--- config.mk ---
export PLATFORM = sky130hd
export DESIGN_NAME = rx_dma_ctrl
export DESIGN_NICKNAME = d
export VERILOG_FILES = /design/src/shared/rx_dma_pkg.sv /design/src/shared/desc_fetch_if.sv /design/src/verilog/rx_desc_fetch.sv /design/src/verilog/rx_dma_ctrl.sv
export VERILOG_INCLUDE_DIRS = /design/src /design/src/shared
export SDC_FILE = /design/constraint.sdc
export NUM_CORES = 1
export LEC_CHECK = 0
export BUFFER_PORTS_ARGS = -buffer_cell sky130_fd_sc_hd__clkbuf_2
export CAP_MARGIN = 30
export CORE_MARGIN = 2
export CORE_UTILIZATION = 58
export CTS_BUF_LIST = sky130_fd_sc_hd__clkbuf_8
export DETAILED_ROUTE_END_ITERATION = 7
export PLACE_DENSITY_LB_ADDON = 0.3
export REMOVE_ABC_BUFFERS = 1
export SLEW_MARGIN = 15
export SYNTH_ARGS = -nofsm -noshare
export SYNTH_HDL_FRONTEND = slang
export SYNTH_SLANG_ARGS = --single-unit
--- constraint.sdc ---
create_clock -name aclk -period 2.2 [get_ports aclk]
set_input_delay 0.22 -clock aclk [delete_from_list [all_inputs] [get_ports aclk]]
set_output_delay 0.22 -clock aclk [all_outputs]
set_load 0.05 [all_outputs]
--- src/shared/rx_dma_defs.svh ---
// Offsets, field positions, reset values and constants of the receive DMA control
`ifndef RX_DMA_DEFS_SVH
`define RX_DMA_DEFS_SVH

// Register byte offsets
`define RX_BASE_OFS 8'h0c
`define RX_POS_OFS 8'h10
`define DMA_STATUS_OFS 8'h14
`define DMA_CONTROL_OFS 8'h18
`define DMA_MASK_OFS 8'h1c

// Field positions
`define CTL_RUN_BIT 1
`define ST_RI_BIT 6
`define ST_RU_BIT 7
`define ST_RPS_BIT 8
`define ST_RS_LSB 17
`define ST_RS_MSB 19

// Reset values and constants
`define CONTROL_RESET 32'h0000_0000
`define BASE_RESET 32'h0000_0000
`define DESC_STRIDE 32'h0000_0010
`define RESP_OKAY 2'h0
`define RESP_SLVERR 2'h2

`endif

--- src/shared/rx_dma_pkg.sv ---
// Types shared by the receive DMA control modules
package rx_dma_pkg;

    // Receive process states, Gray from stopped through fetch and wait to receive
    typedef enum logic [2:0] {
        rs_stopped = 3'h0,
        rs_fetch = 3'h1,
        rs_wait = 3'h3,
        rs_receive = 3'h2,
        rs_suspended = 3'h6
    } rx_state_t;

    // Decoded register selector
    typedef enum logic [2:0] {
        sel_none = 3'h0,
        sel_base = 3'h1,
        sel_pos = 3'h2,
        sel_status = 3'h3,
        sel_control = 3'h4,
        sel_mask = 3'h5
    } reg_sel_t;

endpackage

--- src/shared/desc_fetch_if.sv ---
// Carrier between the receive controller and its descriptor fetcher
`timescale 1ns/1ns
interface desc_fetch_if;
    logic go;
    logic [31:0] addr;
    logic done;
    logic owned;

    // Controller side
    modport ctl
    (
        output go,
        output addr,
        input done,
        input owned
    );

    // Fetcher side
    modport fetch
    (
        input go,
        input addr,
        output done,
        output owned
    );
endinterface

--- src/verilog/rx_desc_fetch.sv ---
// Descriptor ownership fetcher for the receive list
`timescale 1ns/1ns
module rx_desc_fetch
(
    input wire logic aclk,
    input wire logic aresetn,
    input wire logic ce,
    desc_fetch_if.fetch link,
    output logic desc_req,
    output logic [31:0] desc_addr,
    input wire logic desc_ack,
    input wire logic desc_owned
);
    logic next_req;
    logic [31:0] next_addr;
    logic next_done;
    logic next_owned;
    logic done;
    logic owned;

    assign link.done = done;
    assign link.owned = owned;

    // Request held until the memory side answers
    always_comb
    begin
        next_req = desc_req;
        next_addr = desc_addr;
        next_done = 1'b0;
        next_owned = owned;
        if (desc_req && desc_ack)
        begin
            next_req = 1'b0;
            next_done = 1'b1;
            next_owned = desc_owned;
        end
        else if (!desc_req && link.go)
        begin
            next_req = 1'b1;
            next_addr = link.addr;
        end
    end

    // Registers only
    always_ff @(posedge aclk)
    begin
        if (!aresetn)
        begin
            desc_req <= 1'b0;
            desc_addr <= 32'h0000_0000;
            done <= 1'b0;
            owned <= 1'b0;
        end
        else if (ce)
        begin
            desc_req <= next_req;
            desc_addr <= next_addr;
            done <= next_done;
            owned <= next_owned;
        end
    end
endmodule

--- src/verilog/rx_dma_ctrl.sv ---
// Receive DMA start/stop control with AXI4-Lite registers
//
// The implementer's own choices: the AXI4-Lite register port and the register addresses.
`timescale 1ns/1ns
`include "rx_dma_defs.svh"

////////////////////////////////////////////////////////////////////////////////
// How it works
// [RQ1] Setting run bit starts running, fetches descriptor
// [RQ2] Fetch from base first, else saved position
// [RQ3] No owned descriptor: suspend, set unavailable flag
// [RQ4] Start acts only from the stopped state
// [RQ5] Software programs base before first start
// [RQ6] Clearing run bit stops after current frame
// [RQ7] Save next position, resume there on restart
// [RQ8] Stop acts only when running or suspended
// [RQ9] Software sets run bit before receiver enable
// [RQ10] Software clears receiver enable before run bit
// [RQ11] Receiver still enabled: no stop, no flag
// [RQ12] Run bit resets to zero, process stopped
module rx_dma_ctrl
    import rx_dma_pkg::*;
(
    input wire logic aclk,
    input wire logic aresetn,
    input wire logic ce,
    // AXI4-Lite slave
    input wire logic [7:0] awaddr,
    input wire logic awvalid,
    output logic awready,
    input wire logic [31:0] wdata,
    input wire logic [3:0] wstrb,
    input wire logic wvalid,
    output logic wready,
    output logic [1:0] bresp,
    output logic bvalid,
    input wire logic bready,
    input wire logic [7:0] araddr,
    input wire logic arvalid,
    output logic arready,
    output logic [31:0] rdata,
    output logic [1:0] rresp,
    output logic rvalid,
    input wire logic rready,
    // MAC receive side
    input wire logic mac_receiver_enable,
    input wire logic rx_frame_start,
    input wire logic rx_frame_end,
    // Descriptor memory side
    output logic desc_req,
    output logic [31:0] desc_addr,
    input wire logic desc_ack,
    input wire logic desc_owned,
    // Status
    output rx_state_t rx_process_state,
    output logic rx_process_stopped_flag,
    output logic irq
);

    ////////////////////////////////////////////////////////////////////////////
    // Declarations

    desc_fetch_if link ();

    logic aw_held, next_aw_held;
    logic [7:0] aw_addr, next_aw_addr;
    logic w_held, next_w_held;
    logic [31:0] w_data, next_w_data;
    logic [3:0] w_strb, next_w_strb;
    logic next_awready, next_wready, next_arready;
    logic next_bvalid, next_rvalid;
    logic [1:0] next_bresp, next_rresp;
    logic [31:0] next_rdata;
    logic wr_go;

    logic [31:0] dma_engine_control, next_control;
    logic [31:0] rx_base, next_base;
    logic [31:0] rx_pos, next_pos;
    logic [2:0] dma_mask, next_mask;
    logic [2:0] sticky, next_sticky;
    logic started, next_started;
    logic fetch_go, next_fetch_go;
    rx_state_t next_state;
    logic next_stopped_flag;
    logic next_irq;
    logic rx_run_request;
    logic stop_ok;
    logic [31:0] dma_engine_status;
    logic [31:0] mask_word;
    logic [31:0] clr_word;

    ////////////////////////////////////////////////////////////////////////////
    // Helpers

    // Address to register selector
    function automatic reg_sel_t decode(input logic [7:0] a);
        if (a == `RX_BASE_OFS)
            decode = sel_base;
        else if (a == `RX_POS_OFS)
            decode = sel_pos;
        else if (a == `DMA_STATUS_OFS)
            decode = sel_status;
        else if (a == `DMA_CONTROL_OFS)
            decode = sel_control;
        else if (a == `DMA_MASK_OFS)
            decode = sel_mask;
        else
            decode = sel_none;
    endfunction

    // Byte-lane merge of a write
    function automatic logic [31:0] merge(input logic [31:0] old, input logic [31:0] d,
        input logic [3:0] s);
        logic [31:0] r;
        r = old;
        for (int i = 0; i < 4; i++)
        begin
            if (s[i])
                r[i*8 +: 8] = d[i*8 +: 8];
        end
        merge = r;
    endfunction

    ////////////////////////////////////////////////////////////////////////////
    // Descriptor fetcher

    assign link.go = fetch_go;
    assign link.addr = rx_pos;

    rx_desc_fetch u_fetch
    (
        .aclk(aclk),
        .aresetn(aresetn),
        .ce(ce),
        .link(link.fetch),
        .desc_req(desc_req),
        .desc_addr(desc_addr),
        .desc_ack(desc_ack),
        .desc_owned(desc_owned)
    );

    ////////////////////////////////////////////////////////////////////////////
    // Register views

    // Status word assembled from sticky bits and state
    always_comb
    begin
        dma_engine_status = 32'h0000_0000;
        dma_engine_status[`ST_RPS_BIT:`ST_RI_BIT] = sticky;
        dma_engine_status[`ST_RS_MSB:`ST_RS_LSB] = rx_process_state;
    end

    assign rx_run_request = dma_engine_control[`CTL_RUN_BIT];
    assign stop_ok = !rx_run_request && !mac_receiver_enable; // RQ11
    assign wr_go = aw_held && w_held && !bvalid;

    // Write data merged into the mask view and into a clear pattern
    assign mask_word = merge({23'h000000, dma_mask, 6'h00}, w_data, w_strb);
    assign clr_word = merge(32'h0000_0000, w_data, w_strb);

    ////////////////////////////////////////////////////////////////////////////
    // AXI4-Lite channel handling

    // Address and data taken in either order, answer after both
    always_comb
    begin
        next_aw_held = aw_held;
        next_aw_addr = aw_addr;
        next_w_held = w_held;
        next_w_data = w_data;
        next_w_strb = w_strb;
        next_bvalid = bvalid;
        next_bresp = bresp;
        next_rvalid = rvalid;
        next_rdata = rdata;
        next_rresp = rresp;
        if (awvalid && awready)
        begin
            next_aw_held = 1'b1;
            next_aw_addr = awaddr;
        end
        if (wvalid && wready)
        begin
            next_w_held = 1'b1;
            next_w_data = wdata;
            next_w_strb = wstrb;
        end
        if (bvalid && bready)
            next_bvalid = 1'b0;
        if (wr_go)
        begin
            next_aw_held = 1'b0;
            next_w_held = 1'b0;
            next_bvalid = 1'b1;
            next_bresp = (decode(aw_addr) == sel_none) ? `RESP_SLVERR : `RESP_OKAY;
        end
        if (rvalid && rready)
            next_rvalid = 1'b0;
        if (arvalid && arready)
        begin
            next_rvalid = 1'b1;
            next_rresp = `RESP_OKAY;
            if (decode(araddr) == sel_base)
                next_rdata = rx_base;
            else if (decode(araddr) == sel_pos)
                next_rdata = rx_pos;
            else if (decode(araddr) == sel_status)
                next_rdata = dma_engine_status;
            else if (decode(araddr) == sel_control)
                next_rdata = dma_engine_control;
            else if (decode(araddr) == sel_mask)
                next_rdata = {23'h000000, dma_mask, 6'h00};
            else
            begin
                next_rdata = 32'h0000_0000;
                next_rresp = `RESP_SLVERR;
            end
        end
        next_awready = !next_aw_held;
        next_wready = !next_w_held;
        next_arready = !next_rvalid;
    end

    // Bus registers
    always_ff @(posedge aclk)
    begin
        if (!aresetn)
        begin
            aw_held <= 1'b0;
            aw_addr <= 8'h00;
            w_held <= 1'b0;
            w_data <= 32'h0000_0000;
            w_strb <= 4'h0;
            awready <= 1'b0;
            wready <= 1'b0;
            arready <= 1'b0;
            bvalid <= 1'b0;
            bresp <= `RESP_OKAY;
            rvalid <= 1'b0;
            rdata <= 32'h0000_0000;
            rresp <= `RESP_OKAY;
        end
        else if (ce)
        begin
            aw_held <= next_aw_held;
            aw_addr <= next_aw_addr;
            w_held <= next_w_held;
            w_data <= next_w_data;
            w_strb <= next_w_strb;
            awready <= next_awready;
            wready <= next_wready;
            arready <= next_arready;
            bvalid <= next_bvalid;
            bresp <= next_bresp;
            rvalid <= next_rvalid;
            rdata <= next_rdata;
            rresp <= next_rresp;
        end
    end

    ////////////////////////////////////////////////////////////////////////////
    // Receive process control

    // Register writes, then the state machine; hardware sets win over clears
    always_comb
    begin
        next_control = dma_engine_control;
        next_base = rx_base;
        next_pos = rx_pos;
        next_mask = dma_mask;
        next_sticky = sticky;
        next_started = started;
        next_fetch_go = 1'b0;
        next_state = rx_process_state;
        if (wr_go)
        begin
            if (decode(aw_addr) == sel_control)
            begin
                next_control = merge(dma_engine_control, w_data, w_strb);
                next_control = next_control & (32'h1 << `CTL_RUN_BIT);
            end
            else if (decode(aw_addr) == sel_base)
                next_base = merge(rx_base, w_data, w_strb);
            else if (decode(aw_addr) == sel_mask)
                next_mask = mask_word[`ST_RPS_BIT:`ST_RI_BIT];
            else if (decode(aw_addr) == sel_status)
                next_sticky = sticky & ~clr_word[`ST_RPS_BIT:`ST_RI_BIT];
        end
        case (rx_process_state)
            rs_stopped:
            begin
                if (rx_run_request) // RQ4
                begin
                    next_state = rs_fetch; // RQ1
                    next_fetch_go = 1'b1;
                    next_started = 1'b1;
                    if (!started)
                        next_pos = rx_base; // RQ2
                end
            end
            rs_fetch:
            begin
                if (link.done)
                begin
                    if (link.owned)
                        next_state = rs_wait;
                    else
                    begin
                        next_state = rs_suspended; // RQ3
                        next_sticky[`ST_RU_BIT - `ST_RI_BIT] = 1'b1; // RQ3
                    end
                end
            end
            rs_wait:
            begin
                if (rx_frame_start)
                    next_state = rs_receive;
                else if (stop_ok) // RQ8
                begin
                    next_state = rs_stopped;
                    next_sticky[`ST_RPS_BIT - `ST_RI_BIT] = 1'b1;
                end
            end
            rs_receive:
            begin
                if (rx_frame_end) // RQ6
                begin
                    next_pos = rx_pos + `DESC_STRIDE; // RQ7
                    next_sticky[0] = 1'b1;
                    if (stop_ok) // RQ6
                    begin
                        next_state = rs_stopped;
                        next_sticky[`ST_RPS_BIT - `ST_RI_BIT] = 1'b1;
                    end
                    else
                    begin
                        next_state = rs_fetch;
                        next_fetch_go = 1'b1;
                    end
                end
            end
            rs_suspended:
            begin
                if (stop_ok) // RQ8
                begin
                    next_state = rs_stopped;
                    next_sticky[`ST_RPS_BIT - `ST_RI_BIT] = 1'b1;
                end
                else if (rx_frame_start)
                begin
                    next_state = rs_fetch; // RQ2
                    next_fetch_go = 1'b1;
                end
            end
            default:
                next_state = rs_stopped;
        endcase
        next_stopped_flag = next_sticky[`ST_RPS_BIT - `ST_RI_BIT];
        next_irq = |(next_sticky & next_mask);
    end

    // Control registers
    always_ff @(posedge aclk)
    begin
        if (!aresetn)
        begin
            dma_engine_control <= `CONTROL_RESET; // RQ12
            rx_base <= `BASE_RESET;
            rx_pos <= `BASE_RESET;
            dma_mask <= 3'h0;
            sticky <= 3'h0;
            started <= 1'b0;
            fetch_go <= 1'b0;
            rx_process_state <= rs_stopped; // RQ12
            rx_process_stopped_flag <= 1'b0;
            irq <= 1'b0;
        end
        else if (ce)
        begin
            dma_engine_control <= next_control;
            rx_base <= next_base;
            rx_pos <= next_pos;
            dma_mask <= next_mask;
            sticky <= next_sticky;
            started <= next_started;
            fetch_go <= next_fetch_go;
            rx_process_state <= next_state;
            rx_process_stopped_flag <= next_stopped_flag;
            irq <= next_irq;
        end
    end

endmodule

==> run metrics <==
outcome finished clean; Tot GR Track Use 0.293; Area Growth Syn to Fin 22.0%; nature of the critical path startpoint flop; final WL 23,100 um; worst slew pin tran 0.542 ns; count of yosys warnings during synthesis 0; Slew Limit Fails 0; # DRC 0; XOR/XNOR share of the synthesized area 0.00208; Worst setup EP type flop; Port Buffers 141; Max VDD drop 0.442 mV; GR Overflow Total 0; arrival time worst endpoint 2.49 ns; Worst EP required 2.60 ns; Async SR Flop Fraction 0; # clock sinks 197; post-route ant nets 0; hold_ws 0.0503 ns; Root Driver clkbuf_8; Placer Congestion 0.913; fin crit period 2.09 ns; Hold Vio Cnt, Final 0; maxcap violations 0; Post-Synth Simple-Gate Area 0.248; Core ar. 14,400 um^2; CTS buffer count 17; FMAX 480 MHz; post-synthesis cell count 1,054; setup violators final 0; Setup Skew 0.0118 ns; Seq cells post-synth 197; Vias 8,275; top_reg_cell synth dfxtp_1; Yosys cell types 68; Crit Path Class reg2reg; Nets 1,284; initial antenna violation count 0; Routed wire per std cell 16.3 um; placed cells 1,338; post-synthesis cell area 8420 um^2; first-pass GRT wire length 37,100 um; slew margin rel. 0.633; crit-path max FO 13; chip width 124 um; CTS tree yes; Layout fillers 1,152; compound-gate portion of the synthesized area 0.208; HP Class in2reg; layout cells sized above 1 0.191; initial drt markers 647; Core Util, Final 0.715; Post-DP HPWL 15,500 um; final worst slack 0.115 ns; Worst-path clk slew 0.10 ns; Pwr per Cell Area 644 nW/um^2; largest net degree at the start of global routing 56; Clock Latency Late Sink 0.47 ns; EDFF count, synth 0; post-synthesis mux area share 0.0285; Top-Level Pins 144; Initial Util 0.586; Finished Layout Cells 1,415; Antenna diodes 0; total iterations of the first detailed-routing run 6; CTS max path bufs 2; P_leak 0.00397 uW; Die Y 124 um; H-tree Lvls 4; main combinational cell family by area after synthesis simple AND/OR/NAND/NOR gates; vias in the first global route 7,485; Resize count post-CTS 0; final worst-path cycle share 0.948; Vias/cell 5.85; register area share after synthesis 0.468; Power, Total 6610 uW; Synth Area in Adders 0.00149; die area 15,500 um^2; site row count 44; post-place setup slack 0.177 ns; RSZ-0062 raised after global routing false; syn_area_per_cell 7.99 um^2
layout make-up:
cell class,count,area [um^2],area share
Clock inverter,13,156,0.0152
Timing Repair Buffer,230,1520,0.148
Multi-Input combinational cell,767,4130,0.402
Tap cell,184,230,0.0224
Clock buffer,19,262,0.0255
Sequential cell,197,3940,0.384
Inverter,5,21.3,0.00207
metal layers:
metal / global-route usage / part of all wire
met1: 0.399 / 0.43
met2: 0.464 / 0.46
met3: 0.0662 / 0.080
met4: 0.0972 / 0.025
met5: 0 / 0
state kept, by name, summed over array words and instances (netlist names), 2 cells and up:
register and count:
aw_addr 8, dma_mask 3, link.addr 32, rdata 32, rx_base 32, rx_process_state 3, sticky 2, u_fetch.desc_addr 32
w_data 32, w_strb 4
critical path, cell delays in order (launching register included):
cell     delay (ns)
dfxtp_1        0.36
or4_4          0.57
nor4_2         0.36
buf_12         0.18
and2_1         0.31
nand2_1        0.09
a21oi_1        0.15
path summary, 6_finish.rpt:
path / startpoint / end / slack (ns) / depth (start not counted)
hold / removal: bready / bvalid / 0.05 / 4
hold reg to reg: u_fetch.desc_addr[1] / u_fetch.desc_addr[1] / 0.46 / 2
setup reg to reg: aw_addr[1] / rx_base[24] / 0.11 / 6
setup / recovery: aw_addr[1] / rx_base[24] / 0.11 / 6
cell families (layout without fill, tap and decap cells):
group / after synthesis / in the layout
other: 1 / 2
XOR/XNOR: 2 / 2
multiplexers: 24 / 24
flip-flops: 197 / 197
AND/OR/NAND/NOR: 449 / 449
adder cells (fa/ha/maj): 1 / 1
buffers and inverters: 91 / 267
AO/OA/AOI/OAI: 289 / 289
report_power, final:
part           switching, uW  internal, uW
clock network           1250          1180
logic                    333           190
registers               40.8          3620
per-stage QoR:
stage                     instance area, um^2  TNS, ns
after CTS                               10300        0
after floorplan                          8080   -31.37
after detailed placement                 9400        0
after global routing                    10300        0
final                                   10300        0
after global placement                   9400        0
cell usage after synthesis, types with 7 or more instances:
library cell    n  share of area
clkbuf_1       66          0.029
dfxtp_1       197           0.47
a211oi_1        8         0.0071
and3_1         10         0.0074
nor2_1         93          0.041
nand3_1        32          0.019
nand4_1        12         0.0089
nor3_1         11         0.0065
o221a_2         7         0.0094
buf_2          13         0.0077
nand2_1       230           0.10
o21ai_0        49          0.029
a21oi_1       147          0.087
a221oi_1       29          0.030
and2_1          9         0.0067
a31oi_1        10         0.0074
mux2i_1        24          0.029
a22oi_1         8         0.0071
cell usage in the layout (no fill, tap or decap), drive strengths merged, types with 6 or more instances in the layout:
master	netlist	routed
nand2	230	230
dfxtp	197	197
clkbuf	66	160
a21oi	147	147
nor2	93	93
o21ai	50	50
dlygate4sd3	0	45
buf	20	44
nand3	32	32
a221oi	29	29
mux2i	24	24
nor3	13	13
nand4	12	12
and3	10	10
a31oi	10	10
and2	10	10
a22oi	8	8
a211oi	8	8
inv	5	8
o221a	7	7
and4	6	6
nor4b	6	6
timing repair:
item / CTS / global route
hold buffers: 45 / 0
buffers inserted: 0 / 0
endpoints found under the hold margin: 45 / 0
(Power assumes the default switching activity.)
